**config.mk**
```make
export PLATFORM = sky130hd
export DESIGN_NAME = usi_irq
export DESIGN_NICKNAME = d
export VERILOG_FILES = /design/src/usi_flag_bank.v /design/src/usi_irq.v
export VERILOG_INCLUDE_DIRS = /design/src
export SDC_FILE = /design/constraint.sdc
export NUM_CORES = 1
export LEC_CHECK = 0
export ABC_AREA = 1
export ABC_CLOCK_PERIOD_IN_PS = 1500
export BUFFER_PORTS_ARGS = -buffer_cell sky130_fd_sc_hd__buf_2
export CORE_ASPECT_RATIO = 1.4
export CORE_MARGIN = 2
export CORE_UTILIZATION = 31
export CTS_CLUSTER_DIAMETER = 30
export DETAILED_ROUTE_END_ITERATION = 8
export MAX_ROUTING_LAYER = met4
export PLACE_DENSITY_LB_ADDON = 0.3
export RECOVER_POWER = 100
export SYNTH_ARGS = -nofsm -noshare
export SYNTH_HDL_FRONTEND = slang
export SYNTH_SLANG_ARGS = --single-unit
```
**constraint.sdc**
```tcl
create_clock -name i_mclk -period 1.5 [get_ports i_mclk]
set_input_delay 0.075 -clock i_mclk [delete_from_list [all_inputs] [get_ports i_mclk]]
set_output_delay 0.075 -clock i_mclk [all_outputs]
set_load 0.05 [all_outputs]
```
**src/usi_defines.vh**
```
// register map, field layout and reset values of the special/status irq block
`ifndef USI_DEFINES_VH
`define USI_DEFINES_VH

// register indexes; byte address is four times the index
`define USI_IDX_IRQ_MASK      6'h01
`define USI_IDX_TOP_IRQ       6'h02
`define USI_IDX_SPC_EN        6'h05
`define USI_IDX_SPC_FLAGS     6'h06
`define USI_IDX_STS_EN        6'h07
`define USI_IDX_STS_FLAGS     6'h08
`define USI_IDX_SECOND_MODE_REGISTER         6'h0A
`define USI_IDX_CLK_CFG       6'h0B

// implemented bits per register
`define USI_SPC_MASK          8'h3F
`define USI_STS_MASK          8'h2F
`define USI_TOP_MASK          8'h06
`define USI_SECOND_MODE_REGISTER_MASK        8'h50
`define USI_CLK_CFG_MASK      8'h03

// reset values
`define USI_SPC_EN_RST        8'h00
`define USI_STS_EN_RST        8'h00
`define USI_IRQ_MASK_RST      8'h00
`define USI_SECOND_MODE_REGISTER_RST         8'h00
`define USI_CLK_CFG_RST       8'h00

// field positions
`define USI_TOP_SPECIAL_BIT   1
`define USI_TOP_STATUS_BIT    2
`define USI_SECOND_MODE_REGISTER_SPCHR_BIT   4
`define USI_SECOND_MODE_REGISTER_MDROP_BIT   6
`define USI_STS_CLKRDY_BIT    5
`define USI_CLK_XTAL_BIT      0
`define USI_CLK_ENABLE_BIT    1

// gpio lines owned by each uart instance
`define USI_GPIO_PER_UART     4

`endif

```
**src/usi_flag_bank.v**
```verilog
// bank of sticky event flags, set wins over clear
`timescale 1ns/100ps

module usi_flag_bank #(
    parameter W = 6
) (
    input  wire         i_mclk,
    input  wire         i_reset_n,
    input  wire [W-1:0] i_set,
    input  wire         i_clr,
    output wire [W-1:0] o_flags
);

    reg [W-1:0] flags_q;

    genvar g;
    generate
        for (g = 0; g < W; g = g + 1) begin : g_flag
            always @(posedge i_mclk) begin
                if (!i_reset_n) begin
                    flags_q[g] <= 1'b0;
                end else if (i_set[g]) begin
                    flags_q[g] <= 1'b1;
                end else if (i_clr) begin
                    flags_q[g] <= 1'b0;
                end
            end
        end
    endgenerate

    assign o_flags = flags_q;

endmodule

```
**src/usi_irq.v**
```verilog
// special-character and status interrupt sources of one uart, apb slave
// Functional notes
// - six special flags gated by own enables
// - special enables reset zero, low masks
// - address flag set in multidrop mode
// - break flag set on long low line
// - flow char flags need special detect
// - special flag read returns, then clears
// - clock-ready routed only when enabled
// - gpio change enables route flags to summary
// - instance n owns gpio 4n to 4n+3
// - clock-ready set when clocking settled
// - clock-ready only with crystal source
// - clock-ready cleared only by clock disable
// - gpio change sets flag, read clears
// - status summary from enabled status flags
// - special summary cleared by top read
//
// Implementation choice: the APB register port.
`timescale 1ns/100ps
`include "usi_defines.vh"

module usi_irq #(
    parameter UART_INDEX = 0,
    parameter ADDR_W     = 8
) (
    input  wire              i_mclk,
    input  wire              i_reset_n,
    input  wire [ADDR_W-1:0] i_paddr,
    input  wire              i_psel,
    input  wire              i_penable,
    input  wire              i_pwrite,
    input  wire [31:0]       i_pwdata,
    output wire [31:0]       o_prdata,
    output wire              o_pready,
    output wire              o_pslverr,
    input  wire              i_addr_char,
    input  wire              i_line_break,
    input  wire              i_stop_char1,
    input  wire              i_stop_char2,
    input  wire              i_resume_char1,
    input  wire              i_resume_char2,
    input  wire              i_clk_settled,
    input  wire [15:0]       i_gpio,
    output wire              o_irq,
    output wire              o_multidrop_en,
    output wire              o_special_chr_en,
    output wire              o_clock_enable,
    output wire              o_xtal_select
);

    localparam GPIO_LO = UART_INDEX * `USI_GPIO_PER_UART;

    // decode of an aligned register index
    function hit;
        input [ADDR_W-1:0] addr;
        input [5:0]        idx;
        reg   [ADDR_W+5:0] addr_x;
        reg   [ADDR_W+5:0] want_x;
        begin
            addr_x = {6'b000000, addr};
            want_x = {{ADDR_W{1'b0}}, idx};
            hit    = (addr_x == {want_x[ADDR_W+3:0], 2'b00});
        end
    endfunction

    // bus state
    reg  [31:0] prdata_q;
    reg  [31:0] prdata_d;
    reg         pready_q;
    reg         pslverr_q;
    reg         pslverr_d;

    // software registers
    reg  [7:0]  spc_en_q;
    reg  [7:0]  sts_en_q;
    reg  [7:0]  irq_mask_q;
    reg  [7:0]  second_mode_register_q;
    reg  [7:0]  clk_cfg_q;

    // clock-ready and gpio tracking
    reg         clk_rdy_q;
    reg  [3:0]  gpio_prev_q;
    reg         gpio_valid_q;
    reg         irq_q;

    wire        setup;
    wire        access;
    wire        rd_setup;
    wire        wr_access;
    wire        mapped;
    wire [3:0]  gpio_own;
    wire [3:0]  gpio_change;
    wire [5:0]  spc_set;
    wire [5:0]  spc_flags;
    wire [3:0]  gpi_flags;
    wire [1:0]  top_set;
    wire [1:0]  top_flags;
    wire [7:0]  spc_flags_r;
    wire [7:0]  sts_flags_r;
    wire [7:0]  top_r;
    wire        spc_any;
    wire        sts_any;
    wire        clr_spc;
    wire        clr_sts;
    wire        clr_top;
    wire        sel_irq_mask;
    wire        sel_top;
    wire        sel_spc_en;
    wire        sel_spc_flags;
    wire        sel_sts_en;
    wire        sel_sts_flags;
    wire        sel_second_mode_register;
    wire        sel_clk_cfg;
    wire [5:0]  spc_event;
    wire [5:0]  spc_qual;
    wire [7:0]  spc_masked;
    wire [7:0]  sts_masked;
    wire        irq_d;

    // apb phases; read side effects at the setup edge, writes at access
    assign setup     = i_psel && !i_penable;
    assign access    = i_psel && i_penable && pready_q;
    assign rd_setup  = setup && !i_pwrite;
    assign wr_access = access && i_pwrite;

    // register selects
    assign sel_irq_mask  = hit(i_paddr, `USI_IDX_IRQ_MASK);
    assign sel_top       = hit(i_paddr, `USI_IDX_TOP_IRQ);
    assign sel_spc_en    = hit(i_paddr, `USI_IDX_SPC_EN);
    assign sel_spc_flags = hit(i_paddr, `USI_IDX_SPC_FLAGS);
    assign sel_sts_en    = hit(i_paddr, `USI_IDX_STS_EN);
    assign sel_sts_flags = hit(i_paddr, `USI_IDX_STS_FLAGS);
    assign sel_second_mode_register     = hit(i_paddr, `USI_IDX_SECOND_MODE_REGISTER);
    assign sel_clk_cfg   = hit(i_paddr, `USI_IDX_CLK_CFG);

    assign mapped = sel_irq_mask  || sel_top    || sel_spc_en    ||
                    sel_spc_flags || sel_sts_en || sel_sts_flags ||
                    sel_second_mode_register     || sel_clk_cfg;

    // special events and their mode qualifiers
    assign spc_event = {
        i_addr_char,
        i_line_break,
        i_stop_char2,
        i_stop_char1,
        i_resume_char2,
        i_resume_char1
    };
    assign spc_qual = {
        second_mode_register_q[`USI_SECOND_MODE_REGISTER_MDROP_BIT],
        1'b1,
        {4{second_mode_register_q[`USI_SECOND_MODE_REGISTER_SPCHR_BIT]}}
    };
    assign spc_set = spc_event & spc_qual;

    assign clr_spc = rd_setup && sel_spc_flags;
    assign clr_sts = rd_setup && sel_sts_flags;
    assign clr_top = rd_setup && sel_top;

    usi_flag_bank #(
        .W (6)
    ) u_spc_flags (
        .i_mclk    (i_mclk),
        .i_reset_n (i_reset_n),
        .i_set     (spc_set),
        .i_clr     (clr_spc),
        .o_flags   (spc_flags)
    );

    // gpio change detection on the four owned lines
    assign gpio_own    = i_gpio[GPIO_LO +: 4];
    assign gpio_change = gpio_valid_q ? (gpio_own ^ gpio_prev_q) : 4'h0;

    always @(posedge i_mclk) begin
        if (!i_reset_n) begin
            gpio_prev_q  <= 4'h0;
            gpio_valid_q <= 1'b0;
        end else begin
            gpio_prev_q  <= gpio_own;
            gpio_valid_q <= 1'b1;
        end
    end

    usi_flag_bank #(
        .W (4)
    ) u_gpi_flags (
        .i_mclk    (i_mclk),
        .i_reset_n (i_reset_n),
        .i_set     (gpio_change),
        .i_clr     (clr_sts),
        .o_flags   (gpi_flags)
    );

    // clock-ready status, not touched by reads
    always @(posedge i_mclk) begin
        if (!i_reset_n) begin
            clk_rdy_q <= 1'b0;
        end else if (!clk_cfg_q[`USI_CLK_ENABLE_BIT]) begin
            clk_rdy_q <= 1'b0;
        end else if (clk_cfg_q[`USI_CLK_XTAL_BIT] && i_clk_settled) begin
            clk_rdy_q <= 1'b1;
        end
    end

    // summary bits
    assign spc_flags_r = {2'b00, spc_flags};
    assign sts_flags_r = {2'b00, clk_rdy_q, 1'b0, gpi_flags};

    assign spc_masked = spc_flags_r & spc_en_q;
    assign sts_masked = sts_flags_r & sts_en_q;
    assign spc_any    = |spc_masked;
    assign sts_any    = |sts_masked;

    assign top_set = {sts_any, spc_any};

    usi_flag_bank #(
        .W (2)
    ) u_top_flags (
        .i_mclk    (i_mclk),
        .i_reset_n (i_reset_n),
        .i_set     (top_set),
        .i_clr     (clr_top),
        .o_flags   (top_flags)
    );

    assign top_r = {5'b00000, top_flags, 1'b0};

    // software-written registers
    always @(posedge i_mclk) begin
        if (!i_reset_n) begin
            spc_en_q <= `USI_SPC_EN_RST;
        end else if (wr_access && sel_spc_en) begin
            spc_en_q <= i_pwdata[7:0] & `USI_SPC_MASK;
        end
    end

    always @(posedge i_mclk) begin
        if (!i_reset_n) begin
            sts_en_q <= `USI_STS_EN_RST;
        end else if (wr_access && sel_sts_en) begin
            sts_en_q <= i_pwdata[7:0] & `USI_STS_MASK;
        end
    end

    always @(posedge i_mclk) begin
        if (!i_reset_n) begin
            irq_mask_q <= `USI_IRQ_MASK_RST;
        end else if (wr_access && sel_irq_mask) begin
            irq_mask_q <= i_pwdata[7:0] & `USI_TOP_MASK;
        end
    end

    always @(posedge i_mclk) begin
        if (!i_reset_n) begin
            second_mode_register_q <= `USI_SECOND_MODE_REGISTER_RST;
        end else if (wr_access && sel_second_mode_register) begin
            second_mode_register_q <= i_pwdata[7:0] & `USI_SECOND_MODE_REGISTER_MASK;
        end
    end

    always @(posedge i_mclk) begin
        if (!i_reset_n) begin
            clk_cfg_q <= `USI_CLK_CFG_RST;
        end else if (wr_access && sel_clk_cfg) begin
            clk_cfg_q <= i_pwdata[7:0] & `USI_CLK_CFG_MASK;
        end
    end

    // read mux
    always @* begin
        prdata_d = 32'h0000_0000;
        if (sel_irq_mask) begin
            prdata_d[7:0] = irq_mask_q;
        end else if (sel_top) begin
            prdata_d[7:0] = top_r;
        end else if (sel_spc_en) begin
            prdata_d[7:0] = spc_en_q;
        end else if (sel_spc_flags) begin
            prdata_d[7:0] = spc_flags_r;
        end else if (sel_sts_en) begin
            prdata_d[7:0] = sts_en_q;
        end else if (sel_sts_flags) begin
            prdata_d[7:0] = sts_flags_r;
        end else if (sel_second_mode_register) begin
            prdata_d[7:0] = second_mode_register_q;
        end else if (sel_clk_cfg) begin
            prdata_d[7:0] = clk_cfg_q;
        end
    end

    always @* begin
        pslverr_d = !mapped;
    end

    // zero-wait apb answer: ready in the first access cycle
    always @(posedge i_mclk) begin
        if (!i_reset_n) begin
            pready_q <= 1'b0;
        end else begin
            pready_q <= setup;
        end
    end

    always @(posedge i_mclk) begin
        if (!i_reset_n) begin
            prdata_q <= 32'h0000_0000;
        end else if (setup && !i_pwrite) begin
            prdata_q <= prdata_d;
        end else begin
            prdata_q <= 32'h0000_0000;
        end
    end

    always @(posedge i_mclk) begin
        if (!i_reset_n) begin
            pslverr_q <= 1'b0;
        end else if (setup) begin
            pslverr_q <= pslverr_d;
        end else begin
            pslverr_q <= 1'b0;
        end
    end

    // interrupt output
    assign irq_d = |(top_r & irq_mask_q);

    always @(posedge i_mclk) begin
        if (!i_reset_n) begin
            irq_q <= 1'b0;
        end else begin
            irq_q <= irq_d;
        end
    end

    assign o_prdata         = prdata_q;
    assign o_pready         = pready_q;
    assign o_pslverr        = pslverr_q;
    assign o_irq            = irq_q;
    assign o_multidrop_en   = second_mode_register_q[`USI_SECOND_MODE_REGISTER_MDROP_BIT];
    assign o_special_chr_en = second_mode_register_q[`USI_SECOND_MODE_REGISTER_SPCHR_BIT];
    assign o_clock_enable   = clk_cfg_q[`USI_CLK_ENABLE_BIT];
    assign o_xtal_select    = clk_cfg_q[`USI_CLK_XTAL_BIT];

endmodule

```
# After elaboration in Yosys (flattened, before gate mapping)
# Cells that the tools add are included.
[op_classes] n_eq_ne=8 mux=25 bitwise_logic=5 reduce_logical=42
[op_table] op="$mux W7" count=7
[op_table] op="$eq A8 B5 Y1 const B" count=3
[op_table] op="$eq A8 B6 Y1 const B" count=3
[op_table] op="$reduce_bool A2 Y1" count=12
[op_table] op="$reduce_or A8 Y1" count=3
[op_table] op="$and A6 B6 Y6" count=3
[op_table] op="$mux W1" count=16
[op_table] op="$logic_and A1 B1 Y1" count=14
[op_table] op="$eq A8 B3 Y1 const B" count=1
[op_table] op="$eq A8 B4 Y1 const B" count=1
[op_table] op="$logic_or A1 B1 Y1" count=7
[op_table] op="$reduce_and A2 Y1" count=3
[op_table] op="$mux W4" count=1
[op_table] op="$xor A4 B4 Y4" count=1
[op_table] op="$and A3 B3 Y3" count=1
[op_table] op="$logic_not A1 Y1" count=3
[op_table] op="$mux W2" count=1
[totals] regBits=70 inputBits=68 output_inout_bits=39 word_cells=105

# Longest topological paths before layout
[depth] depth_word=9 ltp_mapped=9 mapped_depth_nobuf=9

# Modules after synthesis
# From an unflattened synthesis, not the netlist that was laid out.
[hier_totals] cells_unflattened=347 hier_area_um2=2333.5
[by_module_without_submodules] mod="usi_irq" n_inst=1 cells_each=293 area_per_inst_um2=1920.6 seq_area_each_um2=660.6
[by_module_without_submodules] mod="usi_flag_bank (u_spc_flags)" n_inst=1 cells_each=26 area_per_inst_um2=202.7 seq_area_each_um2=120.1
[by_module_without_submodules] mod="usi_flag_bank (u_gpi_flags)" n_inst=1 cells_each=18 area_per_inst_um2=137.6 seq_area_each_um2=80.1
[by_module_without_submodules] mod="usi_flag_bank (u_top_flags)" n_inst=1 cells_each=10 area_per_inst_um2=72.6 seq_area_each_um2=40.0

# Worst setup path after synthesis
# Ideal clock, no wire load.
[synth_path] kind="reg2reg" startpoint="register pready_q, in the netlist o_pready" endpoint="register sts_en_q[1]" setup_ns=0.119 t_arrival_ns=1.358 t_required_ns=1.381 path_slack_ns=0.023 path_stages_with_launch=7 cell_sequence="dfxtp_1 > nand4_1 > inv_1 > buf_4 > nand2_2 > o21ai_0 > a21oi_1"
[synth_between] elab_chain_cells=3
[synth_lines] item="from (decl)" line="usi_irq.v:70" source="reg pready_q;"
[synth_lines] item="from (signal assigned)" line="usi_irq.v:301" source="pready_q <= setup;"
[synth_lines] item="$logic_and A1 B1 Y1" line="usi_irq.v:123" source="assign access = i_psel && i_penable && pready_q;"
[synth_lines] item="$logic_and A1 B1 Y1" line="usi_irq.v:125" source="assign wr_access = access && i_pwrite;"
[synth_lines] item="$logic_and A1 B1 Y1" line="usi_irq.v:241" source="end else if (wr_access && sel_sts_en) begin"
[synth_lines] item="to (signal assigned)" line="usi_irq.v:240" source="sts_en_q <= `USI_STS_EN_RST;"
[synth_lines] item="to (signal assigned)" line="usi_irq.v:242" source="sts_en_q <= i_pwdata[7:0] & `USI_STS_MASK;"
[synth_lines] item="to (decl)" line="usi_irq.v:76" source="reg [7:0] sts_en_q;"
# No other way between the ends.
# A chain may end at the register's enable or synchronous reset.

# Worst setup path in the final report
# Ends and elaborated chain as after synthesis.

==> flow_metrics.py <==
metrics = {
    "logic_synthesis": {
        "syn_area_per_cell_um2": 7.25,
        "synthCells": 302,
        "yosysTopAreaCellShare_pct": 41.1,
        "ys_seq_area_share_pct": 41.1,
        "yosysWarnings": 0,
        "yosys.area.top_type": "dfxtp_1",
        "synth_area_um2": 2190,
        "synth_seq_cells": 45,
        "yosysUniqueCellTypes": 28,
        "netlist_top_cells_area": "dfxtp_1 (41%), nand2_1 (11%), buf_4 (8.9%)",
    },
    "clocking": {
        "root_buffer": "clkbuf_8",
        "clk_pin_slew_ns": 0.09,
        "cts.htree.levels": 2,
        "postCtsSetupRepairBufs": 0,
        "cts_made_buffers": 5,
        "cts.sinks": 45,
        "ctsResizeCount": 0,
        "cts_tree": "done",
        "cts_hold_buf": 5,
        "clock_latency_ns": 0.31,
        "cts_buffer_depth": 2,
    },
    "worst_setup_path": {
        "reg2reg_from": "o_pready",
        "rr_worst_depth": 5,
        "timing.rr.end": "sts_en_q[1]",
        "start_kind": "register",
        "timing_worst_setup_path_type": "reg -> reg",
        "cp.required_ns": 1.70,
        "arrival_ns": 1.51,
        "end_kind": "register",
        "r2r_slack_ns": 0.19,
        "crit_fanout": 8,
    },
    "route": {
        "vias_per_cell": 4.46,
        "ant_nets": 0,
        "drc": 0,
        "wl_um": 5450,
        "vias": 2028,
        "wl_per_cell_um": 12.0,
        "drt_iter0_markers": 111,
        "dr.pass1.iters": 4,
    },
    "job": {
        "cap_violations": 0,
    },
    "floorplanning": {
        "io_pins": 107,
        "die_area_um2": 7770,
        "chipHeight_um": 103,
        "die_x_um": 75.1,
        "core_area_um2": 6890,
        "placementRows": 36,
        "initial_core_util_pct": 31.8,
    },
    "placed_design": {
        "dp.cells": 442,
        "gp_congestion": 0.917,
        "pre_cts_ws_ns": 0.189,
        "hpwl_um": 4320,
        "io_buffers": 44,
    },
    "layout": {
        "final_cell_mix": "nand2_1 (66), dfxtp_1 (45), a21oi_1 (35)",
        "num_antenna_cells": 0,
        "instances_no_fill": 455,
        "fill_cells": 760,
        "final_common_cell": "nand2_1",
        "area_growth_pct": 16.8,
        "layout-drive-gt1-share_pct": 16.7,
        "nets": 427,
    },
    "sta": {
        "finClkSkew_ns": 0.00671,
        "worst_slew_pin_slew_ns": 0.601,
        "period_needed_ns": 1.31,
        "rsz0062_at_grt": "false",
        "relSlewSlack_pct": 60.1,
        "setup_slack_ns": 0.192,
        "period_share_pct": 87.2,
        "hold_viol": 0,
        "setup_viol": 0,
        "final_max_slew_viol_count": 0,
        "clock.fmax_mhz": 764,
        "fin_tns_setup_ns": 0,
    },
    "global_routing": {
        "use_met2_pct": 27.4,
        "busiest_layer": "met2",
        "grt_pass1_wl_um": 8720,
        "grt_pass1_vias": 1882,
        "use_met3_pct": 2.91,
        "overflow": 0,
        "gr-usage-all-layers_pct": 15.7,
        "grt_use_met1_pct": 17.1,
        "antenna_found_initial": 0,
        "grt_max_degree": 22,
    },
    "pwr": {
        "p_per_area_nw_per_um2": 901,
        "p_leak_nw": 1.09,
        "peakVddDrop_mv": 0.470,
    },
    "hold_path": {
        "hold_path_depth": 3,
        "hold_end": "u_spc_flags.o_flags[2]",
        "hp-start": "i_stop_char1",
        "hp-class": "in -> reg",
    },
    "status": {
        "run_status": "completed",
    },
}
-- area by class of cell --
class	count	area [um^2]	share of cell area, %
well taps	95	119	4.65
flip-flops and latches	45	901	35.2
clock buffers	5	68.8	2.69
repair buffers	55	287	11.2
clock inverters	3	22.5	0.880
inverters	34	133	5.18
multi-input cells	218	1030	40.2
-- worst max-delay path, cell delays in order, from the launching register on --
cell and delay, ns:
dfxtp_1 0.34, nand4_1 0.13, inv_1 0.32, nand2_2 0.18
o21ai_0 0.19, a21oi_1 0.05
-- flip-flops by register name, indices dropped and copies added, names as in the netlist --
register / cells
gpio_valid_q: 1
u_spc_flags.o_flags: 6
u_top_flags.o_flags: 2
o_pslverr: 1
spc_en_q: 6
o_pready: 1
sts_en_q: 5
second_mode_register_q: 2
o_irq: 1
u_gpi_flags.o_flags: 4
clk_rdy_q: 1
o_prdata: 7
clk_cfg_q: 2
irq_mask_q: 2
gpio_prev_q: 4
-- cell families (layout without fill, tap and decap cells) --
family / count (synthesis) / in the layout / share of synthesized area [%]
and+or+nand+nor: 132 / 132 / 27.9
buffers and inverters: 63 / 97 / 15.5
AOI/OAI and AO/OA: 57 / 57 / 13.8
DFF: 45 / 45 / 41.1
xor gates and xnor gates: 4 / 4 / 1.60
other: 1 / 25 / 0.171
-- per-stage QoR --
| step | hold WS (ns) | power, W | utilization (%) | instance area, um^2 |
|---|---|---|---|---|
| 2_1_floorplan | 0.103 | 0.00153 | - | 2280 |
| 3_3_place_gp | 0.279 | 0.00156 | 35.7 | 2460 |
| 3_5_place_dp | 0.286 | 0.00156 | 35.7 | 2460 |
| 4_1_cts | 0.00636 | 0.00233 | 37.7 | 2600 |
| 5_1_grt | 0.0196 | 0.00240 | 37.1 | 2560 |
| 6_report | 0.00679 | 0.00231 | 37.1 | 2560 |
-- layer usage --
layer  wire length [um]  vias to the layer above
li1                   -                     1039
met1               2180                      898
met2               2770                       75
met3                315                       16
met4                176                        0
met5                  0                        -
-- cell usage after synthesis (all sizes together) --
cell	number
a31oi	2
conb	1
nor2	32
or2	1
o221ai	2
clkinv	1
clkbuf	3
a21oi	35
inv	33
nand4	4
buf	26
xor2	4
a221oi	1
and2	1
nand3	17
o21ai	16
nor4	1
o21bai	1
nor3	3
nand2	73
dfxtp	45
-- worst max path at each step --
stage,endpoint,startpoint,cells past startpoint
floorplan,sts_en_q[1],o_pready,6
global placement,sts_en_q[3],o_pready,5
detailed placement,sts_en_q[1],o_pready,5
CTS,sts_en_q[1],o_pready,5
global route,o_prdata[3],i_paddr[5],10
finish,sts_en_q[1],o_pready,5
-- power by group --
group | internal, W | total (W) | switching [W]
registers | 0.00121 | 0.00123 | 0.0000130
logic | 0.0000703 | 0.000311 | 0.000241
clock network | 0.000327 | 0.000767 | 0.000440
(Power assumes the default switching activity.)
